<file path="config.mk">
export PLATFORM = sky130hd
export DESIGN_NAME = rtc_host_ctrl
export DESIGN_NICKNAME = d
export VERILOG_FILES = /design/src/logic/rtc_pkg.sv /design/src/logic/rtc_cmd_if.sv /design/src/logic/rtc_pin_seq.sv /design/src/logic/rtc_host_ctrl.sv
export SDC_FILE = /design/constraint.sdc
export NUM_CORES = 1
export LEC_CHECK = 0
export BUFFER_PORTS_ARGS = -buffer_cell sky130_fd_sc_hd__buf_2
export CORE_ASPECT_RATIO = 1.4
export CORE_MARGIN = 1
export CORE_UTILIZATION = 51
export CTS_BUF_LIST = sky130_fd_sc_hd__clkbuf_4 sky130_fd_sc_hd__clkbuf_8
export DETAILED_ROUTE_END_ITERATION = 10
export HOLD_SLACK_MARGIN = 0.08
export PLACE_DENSITY = 0.79
export SKIP_CTS_REPAIR_TIMING = 1
export SYNTH_ARGS = -nofsm -noshare
export SYNTH_HDL_FRONTEND = slang
export SYNTH_SLANG_ARGS = --single-unit
</file>
<file path="constraint.sdc">
create_clock -name CLK_SYS_I -period 2.3 [get_ports CLK_SYS_I]
set_input_delay 0.345 -clock CLK_SYS_I [delete_from_list [all_inputs] [get_ports CLK_SYS_I]]
set_output_delay 0.345 -clock CLK_SYS_I [all_outputs]
set_load 0.05 [all_outputs]
</file>
<file path="src/logic/rtc_pkg.sv">
// constants shared by the host controller for the battery-backed clock SRAM
package rtc_pkg;

  // byte-wide memory pins
  localparam int unsigned MEM_AW = 11;
  localparam int unsigned MEM_DW = 8;
  // clock bytes sit at the top eight addresses; the lowest one is control
  localparam logic [10:0] CLK_BASE = 11'h7f8;
  localparam logic [10:0] CLK_CTRL_ADDR = 11'h7f8;

  // axi4-lite slave side
  localparam int unsigned AXI_AW = 8;
  localparam logic [7:0] REG_ADDR_OFS = 8'h00;
  localparam logic [7:0] REG_WDAT_OFS = 8'h04;
  localparam logic [7:0] REG_CMD_OFS = 8'h08;
  localparam logic [7:0] REG_STAT_OFS = 8'h0c;
  localparam logic [7:0] REG_RDAT_OFS = 8'h10;
  localparam logic [1:0] RESP_OKAY = 2'h0;
  localparam logic [1:0] RESP_SLVERR = 2'h2;

  // command and status fields
  localparam int unsigned CMD_RD_BIT = 0;
  localparam int unsigned CMD_WR_BIT = 1;
  localparam int unsigned ST_BUSY_BIT = 0;
  localparam int unsigned ST_DONE_BIT = 1;
  localparam int unsigned ST_READY_BIT = 2;
  localparam int unsigned ST_REFUSED_BIT = 3;
  localparam int unsigned ST_PWR_BIT = 4;
  localparam int unsigned ST_CLKAREA_BIT = 5;
  localparam logic [10:0] ADDR_RST = 11'h000;
  localparam logic [7:0] WDAT_RST = 8'h00;

  // timing, clock period and strobe figures
  localparam int unsigned CLK_NS = 8;
  localparam int unsigned T_WSTB_NS = 75;
  localparam int unsigned T_RACC_NS = 120;
  localparam int unsigned T_HOLD_NS = 10;
  localparam int unsigned T_REC_MS = 2;
  localparam int unsigned W_STB_CYC = (T_WSTB_NS + CLK_NS - 1) / CLK_NS;
  // one extra cycle so the sampled byte has settled at the pins
  localparam int unsigned R_STB_CYC = (T_RACC_NS + CLK_NS - 1) / CLK_NS + 1;
  localparam int unsigned HOLD_CYC = (T_HOLD_NS + CLK_NS - 1) / CLK_NS;
  localparam int unsigned REC_CYC_DEF = (T_REC_MS * 1000000) / CLK_NS;
  localparam int unsigned CNT_W = 5;
  localparam int unsigned REC_W = 20;

  typedef enum logic [1:0] {
    S_IDLE = 2'b00,
    S_SETUP = 2'b01,
    S_STROBE = 2'b10,
    S_HOLD = 2'b11
  } rtc_seq_e;

endpackage : rtc_pkg

</file>
<file path="src/logic/rtc_cmd_if.sv">
// command carrier between the register front end and the pin sequencer
`timescale 1ns/1ps
`default_nettype none
interface rtc_cmd_if;
  logic req;
  logic wr;
  logic abort;
  logic [10:0] addr;
  logic [7:0] wdata;
  logic busy;
  logic done;
  logic [7:0] rdata;
  modport master (output req, wr, abort, addr, wdata, input busy, done, rdata);
  modport seq (input req, wr, abort, addr, wdata, output busy, done, rdata);
endinterface : rtc_cmd_if
`default_nettype wire

</file>
<file path="src/logic/rtc_pin_seq.sv">
// pin sequencer: one asynchronous-strobe read or write cycle per request
`timescale 1ns/1ps
`default_nettype none
module rtc_pin_seq
  import rtc_pkg::*;
#(
  parameter int unsigned P_W_STB = W_STB_CYC,
  parameter int unsigned P_R_STB = R_STB_CYC,
  parameter int unsigned P_HOLD = HOLD_CYC
) (
  // clock and reset
  input wire logic clk_i,
  input wire logic arst_n_i,
  // command side
  rtc_cmd_if.seq cmd,
  // memory pins
  input wire logic [7:0] dq_i,
  output logic [7:0] dq_o,
  output logic dq_oe_o,
  output logic [10:0] addr_o,
  output logic ce_n_o,
  output logic oe_n_o,
  output logic we_n_o
);

  if (P_W_STB < 1 || P_W_STB > 2**CNT_W || P_R_STB < 1 || P_R_STB > 2**CNT_W ||
      P_HOLD < 1 || P_HOLD > 2**CNT_W) begin : g_chk
    $error("strobe counts out of range");
  end

  rtc_seq_e state_r, state_nxt;
  logic [CNT_W-1:0] cnt_r, cnt_nxt, stb_last, hold_last;
  logic wr_r, wr_nxt, ce_n_r, oe_n_r, we_n_r, dq_oe_r, done_r;
  logic [10:0] addr_r;
  logic [7:0] wdat_r, rdat_r;
  wire accept = (state_r == S_IDLE) && cmd.req && !cmd.abort;
  wire strobe_end = (state_r == S_STROBE) && (cnt_r == stb_last) && !cmd.abort;
  wire hold_end = (state_r == S_HOLD) && (cnt_r == hold_last) && !cmd.abort;

  assign stb_last = wr_r ? CNT_W'(P_W_STB - 1) : CNT_W'(P_R_STB - 1);
  assign hold_last = CNT_W'(P_HOLD - 1);
  assign wr_nxt = accept ? cmd.wr : wr_r;

  always_comb begin
    state_nxt = state_r;
    cnt_nxt = cnt_r;
    case (state_r)
      S_IDLE: begin
        if (accept) begin
          state_nxt = S_SETUP;
        end
      end
      S_SETUP: begin
        state_nxt = S_STROBE;
        cnt_nxt = '0;
      end
      S_STROBE: begin
        if (cnt_r == stb_last) begin
          state_nxt = S_HOLD;
          cnt_nxt = '0;
        end else begin
          cnt_nxt = cnt_r + 1'b1;
        end
      end
      S_HOLD: begin
        if (cnt_r == hold_last) begin
          state_nxt = S_IDLE;
        end else begin
          cnt_nxt = cnt_r + 1'b1;
        end
      end
      default: state_nxt = S_IDLE;
    endcase
    // losing supply ends the cycle at once, strobes return high
    if (cmd.abort) begin
      state_nxt = S_IDLE;
      cnt_nxt = '0;
    end
  end

  always_ff @(posedge clk_i or negedge arst_n_i) begin
    if (!arst_n_i) begin
      state_r <= S_IDLE;
      cnt_r <= '0;
      wr_r <= 1'b0;
    end else begin
      state_r <= state_nxt;
      cnt_r <= cnt_nxt;
      wr_r <= wr_nxt;
    end
  end

  // chip enable and write enable fall and rise together: one clean write window
  always_ff @(posedge clk_i or negedge arst_n_i) begin
    if (!arst_n_i) begin
      ce_n_r <= 1'b1;
      we_n_r <= 1'b1;
      oe_n_r <= 1'b1;
      dq_oe_r <= 1'b0;
    end else begin
      ce_n_r <= !(state_nxt == S_STROBE);
      we_n_r <= !(state_nxt == S_STROBE && wr_nxt);
      oe_n_r <= !(state_nxt == S_STROBE && !wr_nxt);
      dq_oe_r <= wr_nxt && (state_nxt != S_IDLE);
    end
  end

  // same cycle shape for clock bytes and plain bytes
  always_ff @(posedge clk_i or negedge arst_n_i) begin
    if (!arst_n_i) begin
      addr_r <= '0;
      wdat_r <= '0;
    end else if (accept) begin
      addr_r <= cmd.addr;
      wdat_r <= cmd.wdata;
    end
  end

  always_ff @(posedge clk_i or negedge arst_n_i) begin
    if (!arst_n_i) begin
      rdat_r <= '0;
      done_r <= 1'b0;
    end else begin
      if (strobe_end && !wr_r) begin
        rdat_r <= dq_i;
      end
      done_r <= hold_end;
    end
  end

  assign cmd.busy = (state_r != S_IDLE);
  assign cmd.done = done_r;
  assign cmd.rdata = rdat_r;
  assign dq_o = wdat_r;
  assign dq_oe_o = dq_oe_r;
  assign addr_o = addr_r;
  assign ce_n_o = ce_n_r;
  assign oe_n_o = oe_n_r;
  assign we_n_o = we_n_r;

  wr_edge_a: assert property (@(posedge clk_i) disable iff (!arst_n_i)
    $fell(we_n_r) |-> $fell(ce_n_r) && oe_n_r && dq_oe_r)
    else $error("write strobe did not open with chip enable");
  wr_end_a: assert property (@(posedge clk_i) disable iff (!arst_n_i)
    (state_r == S_STROBE && wr_r && cnt_r == stb_last && !cmd.abort) |=> we_n_r && ce_n_r)
    else $error("write strobe did not close with chip enable");
  rd_only_a: assert property (@(posedge clk_i) disable iff (!arst_n_i)
    !oe_n_r |-> we_n_r && !ce_n_r && !dq_oe_r)
    else $error("output enable low outside a read");
  wr_drive_a: assert property (@(posedge clk_i) disable iff (!arst_n_i)
    !we_n_r |-> dq_oe_r && oe_n_r)
    else $error("write strobe without driven data");
  rd_sample_a: assert property (@(posedge clk_i) disable iff (!arst_n_i)
    (strobe_end && !wr_r) |=> rdat_r == $past(dq_i) ##[1:8] (done_r || cmd.abort))
    else $error("read byte not captured or done missing");
  cv_write_c: cover property (@(posedge clk_i) disable iff (!arst_n_i) done_r && wr_r);
  cv_read_c: cover property (@(posedge clk_i) disable iff (!arst_n_i) done_r && !wr_r);
  cv_abort_c: cover property (@(posedge clk_i) disable iff (!arst_n_i)
    (state_r == S_STROBE) && cmd.abort);

endmodule : rtc_pin_seq
`default_nettype wire

</file>
<file path="src/logic/rtc_host_ctrl.sv">
// host controller: axi4-lite registers driving a battery-backed clock SRAM
// Operation
// - clock bytes use the same read and write cycles as plain memory
// - host deasserts chip or write enable before supply falls, zero lead; the code raises both on the clock after PWR_ABOVE_THRESH_I falls
// - host holds strobes off for the recovery interval after power-up
// - host keeps chip enable high while the supply ramps past threshold
//
// The AXI4-Lite register port was decided locally.
`timescale 1ns/1ps
`default_nettype none
module rtc_host_ctrl
  import rtc_pkg::*;
#(
  parameter int unsigned P_REC_CYC = REC_CYC_DEF
) (
  // clock and reset
  input wire logic CLK_SYS_I,
  input wire logic ARST_N_I,
  // axi4-lite write address and data
  input wire logic S_AXI_AWVALID_I,
  output logic S_AXI_AWREADY_O,
  input wire logic [7:0] S_AXI_AWADDR_I,
  input wire logic S_AXI_WVALID_I,
  output logic S_AXI_WREADY_O,
  input wire logic [31:0] S_AXI_WDATA_I,
  input wire logic [3:0] S_AXI_WSTRB_I,
  // axi4-lite write response
  output logic S_AXI_BVALID_O,
  input wire logic S_AXI_BREADY_I,
  output logic [1:0] S_AXI_BRESP_O,
  // axi4-lite read
  input wire logic S_AXI_ARVALID_I,
  output logic S_AXI_ARREADY_O,
  input wire logic [7:0] S_AXI_ARADDR_I,
  output logic S_AXI_RVALID_O,
  input wire logic S_AXI_RREADY_I,
  output logic [31:0] S_AXI_RDATA_O,
  output logic [1:0] S_AXI_RRESP_O,
  // memory pins
  output logic [10:0] BYTE_ADDR_O,
  input wire logic [7:0] BYTE_LINES_I,
  output logic [7:0] BYTE_LINES_O,
  output logic BYTE_LINES_OE_O,
  output logic CE_N_O,
  output logic OE_N_O,
  output logic WE_N_O,
  // supply monitor, high while above the power-fail threshold
  input wire logic PWR_ABOVE_THRESH_I
);

  if (P_REC_CYC < 1 || P_REC_CYC >= 2**REC_W) begin : g_chk
    $error("recovery count out of range");
  end

  rtc_cmd_if cmd_if ();

  logic aw_hold_r, w_hold_r, bvalid_r, rvalid_r;
  logic [AXI_AW-1:0] awaddr_r;
  logic [31:0] wdata_r, rdata_r;
  logic [3:0] wstrb_r;
  logic [1:0] bresp_r, rresp_r;
  logic [10:0] addr_r;
  logic [7:0] wdat_r;
  logic req_r, cmd_wr_r, done_r, refused_r;
  logic [REC_W-1:0] rec_cnt_r;

  // write side decode
  wire wr_fire = aw_hold_r && w_hold_r && !bvalid_r;
  wire sel_addr = (awaddr_r == REG_ADDR_OFS);
  wire sel_wdat = (awaddr_r == REG_WDAT_OFS);
  wire sel_cmd = (awaddr_r == REG_CMD_OFS);
  wire sel_stat = (awaddr_r == REG_STAT_OFS);
  wire w_hit = sel_addr || sel_wdat || sel_cmd || sel_stat || (awaddr_r == REG_RDAT_OFS);
  wire cmd_rd = wdata_r[CMD_RD_BIT];
  wire cmd_wr = wdata_r[CMD_WR_BIT];
  wire cmd_go = wr_fire && sel_cmd && wstrb_r[0] && (cmd_rd || cmd_wr);
  // recovery gate: strobes stay off until supply has been good for the full hold
  wire rec_full = (rec_cnt_r == REC_W'(P_REC_CYC));
  wire ready_w = rec_full && PWR_ABOVE_THRESH_I;
  wire busy_all = req_r || cmd_if.busy;
  wire cmd_ok = cmd_go && ready_w && !busy_all && (cmd_rd != cmd_wr);
  wire refuse_set = cmd_go && !cmd_ok;
  wire clr_done = wr_fire && sel_stat && wstrb_r[0] && wdata_r[ST_DONE_BIT];
  wire clr_ref = wr_fire && sel_stat && wstrb_r[0] && wdata_r[ST_REFUSED_BIT];
  wire clk_area = (addr_r >= CLK_BASE);
  wire [7:0] status_w = {2'h0, clk_area, PWR_ABOVE_THRESH_I, refused_r, ready_w, done_r,
                         busy_all};

  // read side decode
  wire ar_fire = S_AXI_ARVALID_I && !rvalid_r;
  wire [AXI_AW-1:0] ra = S_AXI_ARADDR_I;
  wire r_hit = (ra == REG_ADDR_OFS) || (ra == REG_WDAT_OFS) || (ra == REG_CMD_OFS) ||
               (ra == REG_STAT_OFS) || (ra == REG_RDAT_OFS);
  wire [31:0] rd_mux = (ra == REG_ADDR_OFS) ? {21'h0, addr_r} :
                       (ra == REG_WDAT_OFS) ? {24'h000000, wdat_r} :
                       (ra == REG_STAT_OFS) ? {24'h000000, status_w} :
                       (ra == REG_RDAT_OFS) ? {24'h000000, cmd_if.rdata} : 32'h00000000;

  assign S_AXI_AWREADY_O = !aw_hold_r && !bvalid_r;
  assign S_AXI_WREADY_O = !w_hold_r && !bvalid_r;
  assign S_AXI_BVALID_O = bvalid_r;
  assign S_AXI_BRESP_O = bresp_r;
  assign S_AXI_ARREADY_O = !rvalid_r;
  assign S_AXI_RVALID_O = rvalid_r;
  assign S_AXI_RDATA_O = rdata_r;
  assign S_AXI_RRESP_O = rresp_r;

  // address and data are taken in either order and held until the write completes
  always_ff @(posedge CLK_SYS_I or negedge ARST_N_I) begin
    if (!ARST_N_I) begin
      aw_hold_r <= 1'b0;
      awaddr_r <= '0;
    end else if (S_AXI_AWVALID_I && S_AXI_AWREADY_O) begin
      aw_hold_r <= 1'b1;
      awaddr_r <= S_AXI_AWADDR_I;
    end else if (wr_fire) begin
      aw_hold_r <= 1'b0;
    end
  end

  always_ff @(posedge CLK_SYS_I or negedge ARST_N_I) begin
    if (!ARST_N_I) begin
      w_hold_r <= 1'b0;
      wdata_r <= '0;
      wstrb_r <= '0;
    end else if (S_AXI_WVALID_I && S_AXI_WREADY_O) begin
      w_hold_r <= 1'b1;
      wdata_r <= S_AXI_WDATA_I;
      wstrb_r <= S_AXI_WSTRB_I;
    end else if (wr_fire) begin
      w_hold_r <= 1'b0;
    end
  end

  always_ff @(posedge CLK_SYS_I or negedge ARST_N_I) begin
    if (!ARST_N_I) begin
      bvalid_r <= 1'b0;
      bresp_r <= RESP_OKAY;
    end else if (wr_fire) begin
      bvalid_r <= 1'b1;
      bresp_r <= w_hit ? RESP_OKAY : RESP_SLVERR;
    end else if (S_AXI_BREADY_I) begin
      bvalid_r <= 1'b0;
    end
  end

  always_ff @(posedge CLK_SYS_I or negedge ARST_N_I) begin
    if (!ARST_N_I) begin
      rvalid_r <= 1'b0;
      rdata_r <= '0;
      rresp_r <= RESP_OKAY;
    end else if (ar_fire) begin
      rvalid_r <= 1'b1;
      rdata_r <= rd_mux;
      rresp_r <= r_hit ? RESP_OKAY : RESP_SLVERR;
    end else if (S_AXI_RREADY_I) begin
      rvalid_r <= 1'b0;
    end
  end

  // target address and write byte, one lane per byte
  always_ff @(posedge CLK_SYS_I or negedge ARST_N_I) begin
    if (!ARST_N_I) begin
      addr_r <= ADDR_RST;
      wdat_r <= WDAT_RST;
    end else begin
      if (wr_fire && sel_addr && wstrb_r[0]) begin
        addr_r[7:0] <= wdata_r[7:0];
      end
      if (wr_fire && sel_addr && wstrb_r[1]) begin
        addr_r[10:8] <= wdata_r[10:8];
      end
      if (wr_fire && sel_wdat && wstrb_r[0]) begin
        wdat_r <= wdata_r[7:0];
      end
    end
  end

  // sticky flags: a setting event in the clearing cycle wins
  always_ff @(posedge CLK_SYS_I or negedge ARST_N_I) begin
    if (!ARST_N_I) begin
      req_r <= 1'b0;
      cmd_wr_r <= 1'b0;
      done_r <= 1'b0;
      refused_r <= 1'b0;
    end else begin
      req_r <= cmd_ok;
      if (cmd_ok) begin
        cmd_wr_r <= cmd_wr;
      end
      done_r <= cmd_if.done || (done_r && !clr_done);
      refused_r <= refuse_set || (refused_r && !clr_ref);
    end
  end

  // counts only while supply is good; any dip restarts the whole hold
  always_ff @(posedge CLK_SYS_I or negedge ARST_N_I) begin
    if (!ARST_N_I) begin
      rec_cnt_r <= '0;
    end else if (!PWR_ABOVE_THRESH_I) begin
      rec_cnt_r <= '0;
    end else if (!rec_full) begin
      rec_cnt_r <= rec_cnt_r + 1'b1;
    end
  end

  assign cmd_if.req = req_r;
  assign cmd_if.wr = cmd_wr_r;
  assign cmd_if.addr = addr_r;
  assign cmd_if.wdata = wdat_r;
  assign cmd_if.abort = !ready_w;

  rtc_pin_seq u_seq (
    .clk_i(CLK_SYS_I),
    .arst_n_i(ARST_N_I),
    .cmd(cmd_if),
    .dq_i(BYTE_LINES_I),
    .dq_o(BYTE_LINES_O),
    .dq_oe_o(BYTE_LINES_OE_O),
    .addr_o(BYTE_ADDR_O),
    .ce_n_o(CE_N_O),
    .oe_n_o(OE_N_O),
    .we_n_o(WE_N_O)
  );

  pd_deselect_a: assert property (@(posedge CLK_SYS_I) disable iff (!ARST_N_I)
    !PWR_ABOVE_THRESH_I |=> CE_N_O && WE_N_O && !BYTE_LINES_OE_O && rec_cnt_r == '0)
    else $error("strobes active after supply loss");
  rec_hold_a: assert property (@(posedge CLK_SYS_I) disable iff (!ARST_N_I)
    !ready_w |=> CE_N_O && WE_N_O)
    else $error("strobes active inside recovery hold");
  rec_done_a: assert property (@(posedge CLK_SYS_I) disable iff (!ARST_N_I)
    (PWR_ABOVE_THRESH_I && rec_cnt_r == REC_W'(P_REC_CYC - 1)) |=> rec_full)
    else $error("recovery hold did not end on count");
  refuse_a: assert property (@(posedge CLK_SYS_I) disable iff (!ARST_N_I)
    refuse_set |=> refused_r && !req_r)
    else $error("refused command was started");
  start_a: assert property (@(posedge CLK_SYS_I) disable iff (!ARST_N_I)
    cmd_ok |=> req_r ##2 (!CE_N_O || !ready_w))
    else $error("accepted command did not reach the pins");
  bresp_a: assert property (@(posedge CLK_SYS_I) disable iff (!ARST_N_I)
    wr_fire |=> S_AXI_BVALID_O && !S_AXI_AWREADY_O && !S_AXI_WREADY_O)
    else $error("write response missing");
  rresp_a: assert property (@(posedge CLK_SYS_I) disable iff (!ARST_N_I)
    ar_fire |=> S_AXI_RVALID_O && S_AXI_RDATA_O == $past(rd_mux))
    else $error("read data mismatch");
  cv_refuse_c: cover property (@(posedge CLK_SYS_I) disable iff (!ARST_N_I) refuse_set);
  cv_ready_c: cover property (@(posedge CLK_SYS_I) disable iff (!ARST_N_I) $rose(ready_w));

endmodule : rtc_host_ctrl
`default_nettype wire

</file>
==> metrics <==
status=finished, violations left; failing checks=negative setup slack; initial DRC count=218; Die ar.=0.0118 mm^2; Net count, final=707; Min-Delay Startpoint=S_AXI_RREADY_I; worst-path maximum fanout=5; H-tree levels=4; Required @ worst endpoint=2.62 ns; layout cell share with drive strength beyond 1=36.0%; pin count of the biggest net entering global routing=47; Setup TNS=-2.47 ns; flops & latches, synth=121; clock root cell=clkbuf_8; Setup Crit Path Kind=reg2reg; Total GRT Usage=24.0%; cell breakdown of the critical path=or4b_4 > or4_4 > or4_4 > mux2_2; CP startpoint kind=register; Final min period=2.45 ns; port buffer count=85; origin of the critical flop-to-flop path=rec_cnt_r[19]$_DFFE_PN0N_; synthesized area=0.00578 mm^2; worst setup path startpoint=rec_cnt_r[19]$_DFFE_PN0N_; worst vdd ir=0.435 mV; most used cell along the critical path=or4_4; critical path's slowest cell=or4_4; worst setup margin=-0.152 ns; via count=4543; clk slew on worst S/H paths=0.07 ns; Final Setup Violations=20; Hold WS=0.0899 ns; DRT antenna net count=0; # IOs=132; crit end category=register; Critical path buffers and inverters=0; worst-skew pair later-pin latency=0.44 ns; synth unique cells=61; ranking of synthesized cells by area=dfrtp_1 51%, mux2_2 13%, buf_4 3.0%; CTS buffer count=17; most frequent cell after synthesis=dfrtp_1; Die Height=128 um; drt drc=0; vias in the first global route=4501; Final Skew=0.0158 ns; DP HPWL=9710 um; top_reg_cell synth=dfrtp_1; initial antenna violation count=1; Overall Power=5.59 mW; final hold vios=0; Hold/Removal Path Class=in2reg; first-pass GRT wire length=21700 um; Leakage=3.37 nW; chip width=92.0 um; Pwr Density=804 mW/mm^2; CORE AREA=0.0109 mm^2; worst stage delay on the critical path=0.61 ns; Synth warnings=0; Syn Inst Count=509; end-of-flow core utilization=63.7%; area leader, netlist=dfrtp_1; Initial Util=52.9%; pins over their slew limit=0; period utilization=107%; crit-path leading delay family=simple AND/OR/NAND/NOR gates; drt total wl=14100 um; Post-synth ARST share=100%; sequential fraction of the synthesis area=52.5%; CTS tree=done; drt first pass iters=6; row cnt=45; Routability Congestion=0.879; CTS Sinks=121; Synth top area share=51.1%; unrepaired setup endpoints after global routing=yes; number of synthesized flops with an enable pin=0; CTS Buffer Depth=2; Max-slew headroom=55.9%; grt ovf=0; Max Cap Violations=0; syn avg cell area=11.3 um^2; Slew @ Worst Pin=0.662 ns; WL per Instance=18.0 um; Layout area overhead=20.5%; Vias per Instance=5.79; worst endpoint data arrival time=2.78 ns; Synth top cells by count=118 x dfrtp_1, 65 x mux2_2, 36 x nand2_1, 26 x o21ai_0, 23 x buf_4; Peak Freq=0.408 GHz
[layout by cell type (no fill, tap or decap), drive strengths merged, types with 7 or more instances in the layout]
cell type,n
or4,12
nand3,12
a21oi,12
buf,114
o21ai,26
conb,23
nor2,22
nand2b,7
nand2,36
dfrtp,118
mux2,65
nor2b,10
clkbuf,20
nand4,11
ha,10
inv,23
xor2,9
[cell families after synthesis]
logic type / count (synthesis) / synth area share [%]
and+or+nand+nor: 155 / 15.4
DFF: 121 / 52.5
AOI/OAI and AO/OA: 82 / 9.18
muxes: 70 / 13.5
buffers and inverters: 60 / 5.67
adders and majority gates: 10 / 2.17
xor gates and xnor gates: 10 / 1.52
other: 1 / 0.0649
[power breakdown]
part           switching [mW]  internal (mW)  total (mW)  leakage (nW)
logic                   0.611          0.399        1.01          1.56
clock network           0.891           1.04        1.93         0.196
registers               0.250           2.40        2.65          1.61
[path summary, 6_finish.rpt]
check / end / slack [ns] / cells after the start
max in group asynchronous: rec_cnt_r[2]$_DFFE_PN0N_ / 1.20 / 3
worst min-delay path: S_AXI_RVALID_O$_DFFE_PN0P_ / 0.09 / 2
worst max register to register: u_seq.wr_r$_DFF_PN0_ / -0.15 / 4
min in group asynchronous: cmd_if.wdata[3]$_DFFE_PN0P_ / 0.46 / 2
worst min register to register: done_r$_DFF_PN0_ / 0.44 / 1
worst max-delay path: u_seq.wr_r$_DFF_PN0_ / -0.15 / 4
[sequential cells by signal (all words and copies together) (netlist names), 2 cells and up]
| signal | cells |
|---|---|
| rec_cnt_r | 20 |
| addr_r | 11 |
| awaddr_r | 8 |
| wstrb_r | 2 |
| u_seq.addr_o | 11 |
| cmd_if.wdata | 8 |
| u_seq.cmd.rdata | 8 |
| u_seq.state_r | 2 |
| S_AXI_RDATA_O | 11 |
| u_seq.dq_o | 8 |
| u_seq.cnt_r | 5 |
| wdata_r | 11 |
[through the flow]
step           std cells  cell area [um^2]  setup WS [ns]
6_report             784              6960         -0.152
4_1_cts              778              6870         -0.226
3_3_place_gp         746              6460         -0.219
3_5_place_dp         746              6460         -0.208
5_1_grt              784              6960         -0.176
2_1_floorplan        531              5870         -0.107
[layer usage]
metal	track usage (%)	vias up	wire [um]	part of all wire, %
met1	25.8	2251	5250	37
met3	5.46	53	738	5.2
met2	42.8	189	7500	53
met4	14.2	0	634	4.5
met5	0	-	0	0
li1	-	2050	-	-
[cell type report]
cell class / instances / area [um^2]
tap: 141 / 176
sequential: 121 / 3030
clock buffer: 20 / 269
clock inverter: 12 / 139
antenna: 1 / 2.50
multi-input combinational: 353 / 2570
inverter: 20 / 75.1
timing repair buffer: 116 / 691
fill: 866 / 3960
[worst reg2reg max path: cells and delay by family, from the launching register on]
family           cells  cell delay, ns
muxes                1            0.31
and+or+nand+nor      3            1.65
DFF                  1            0.39
Power figures use the tool's default switching activity.
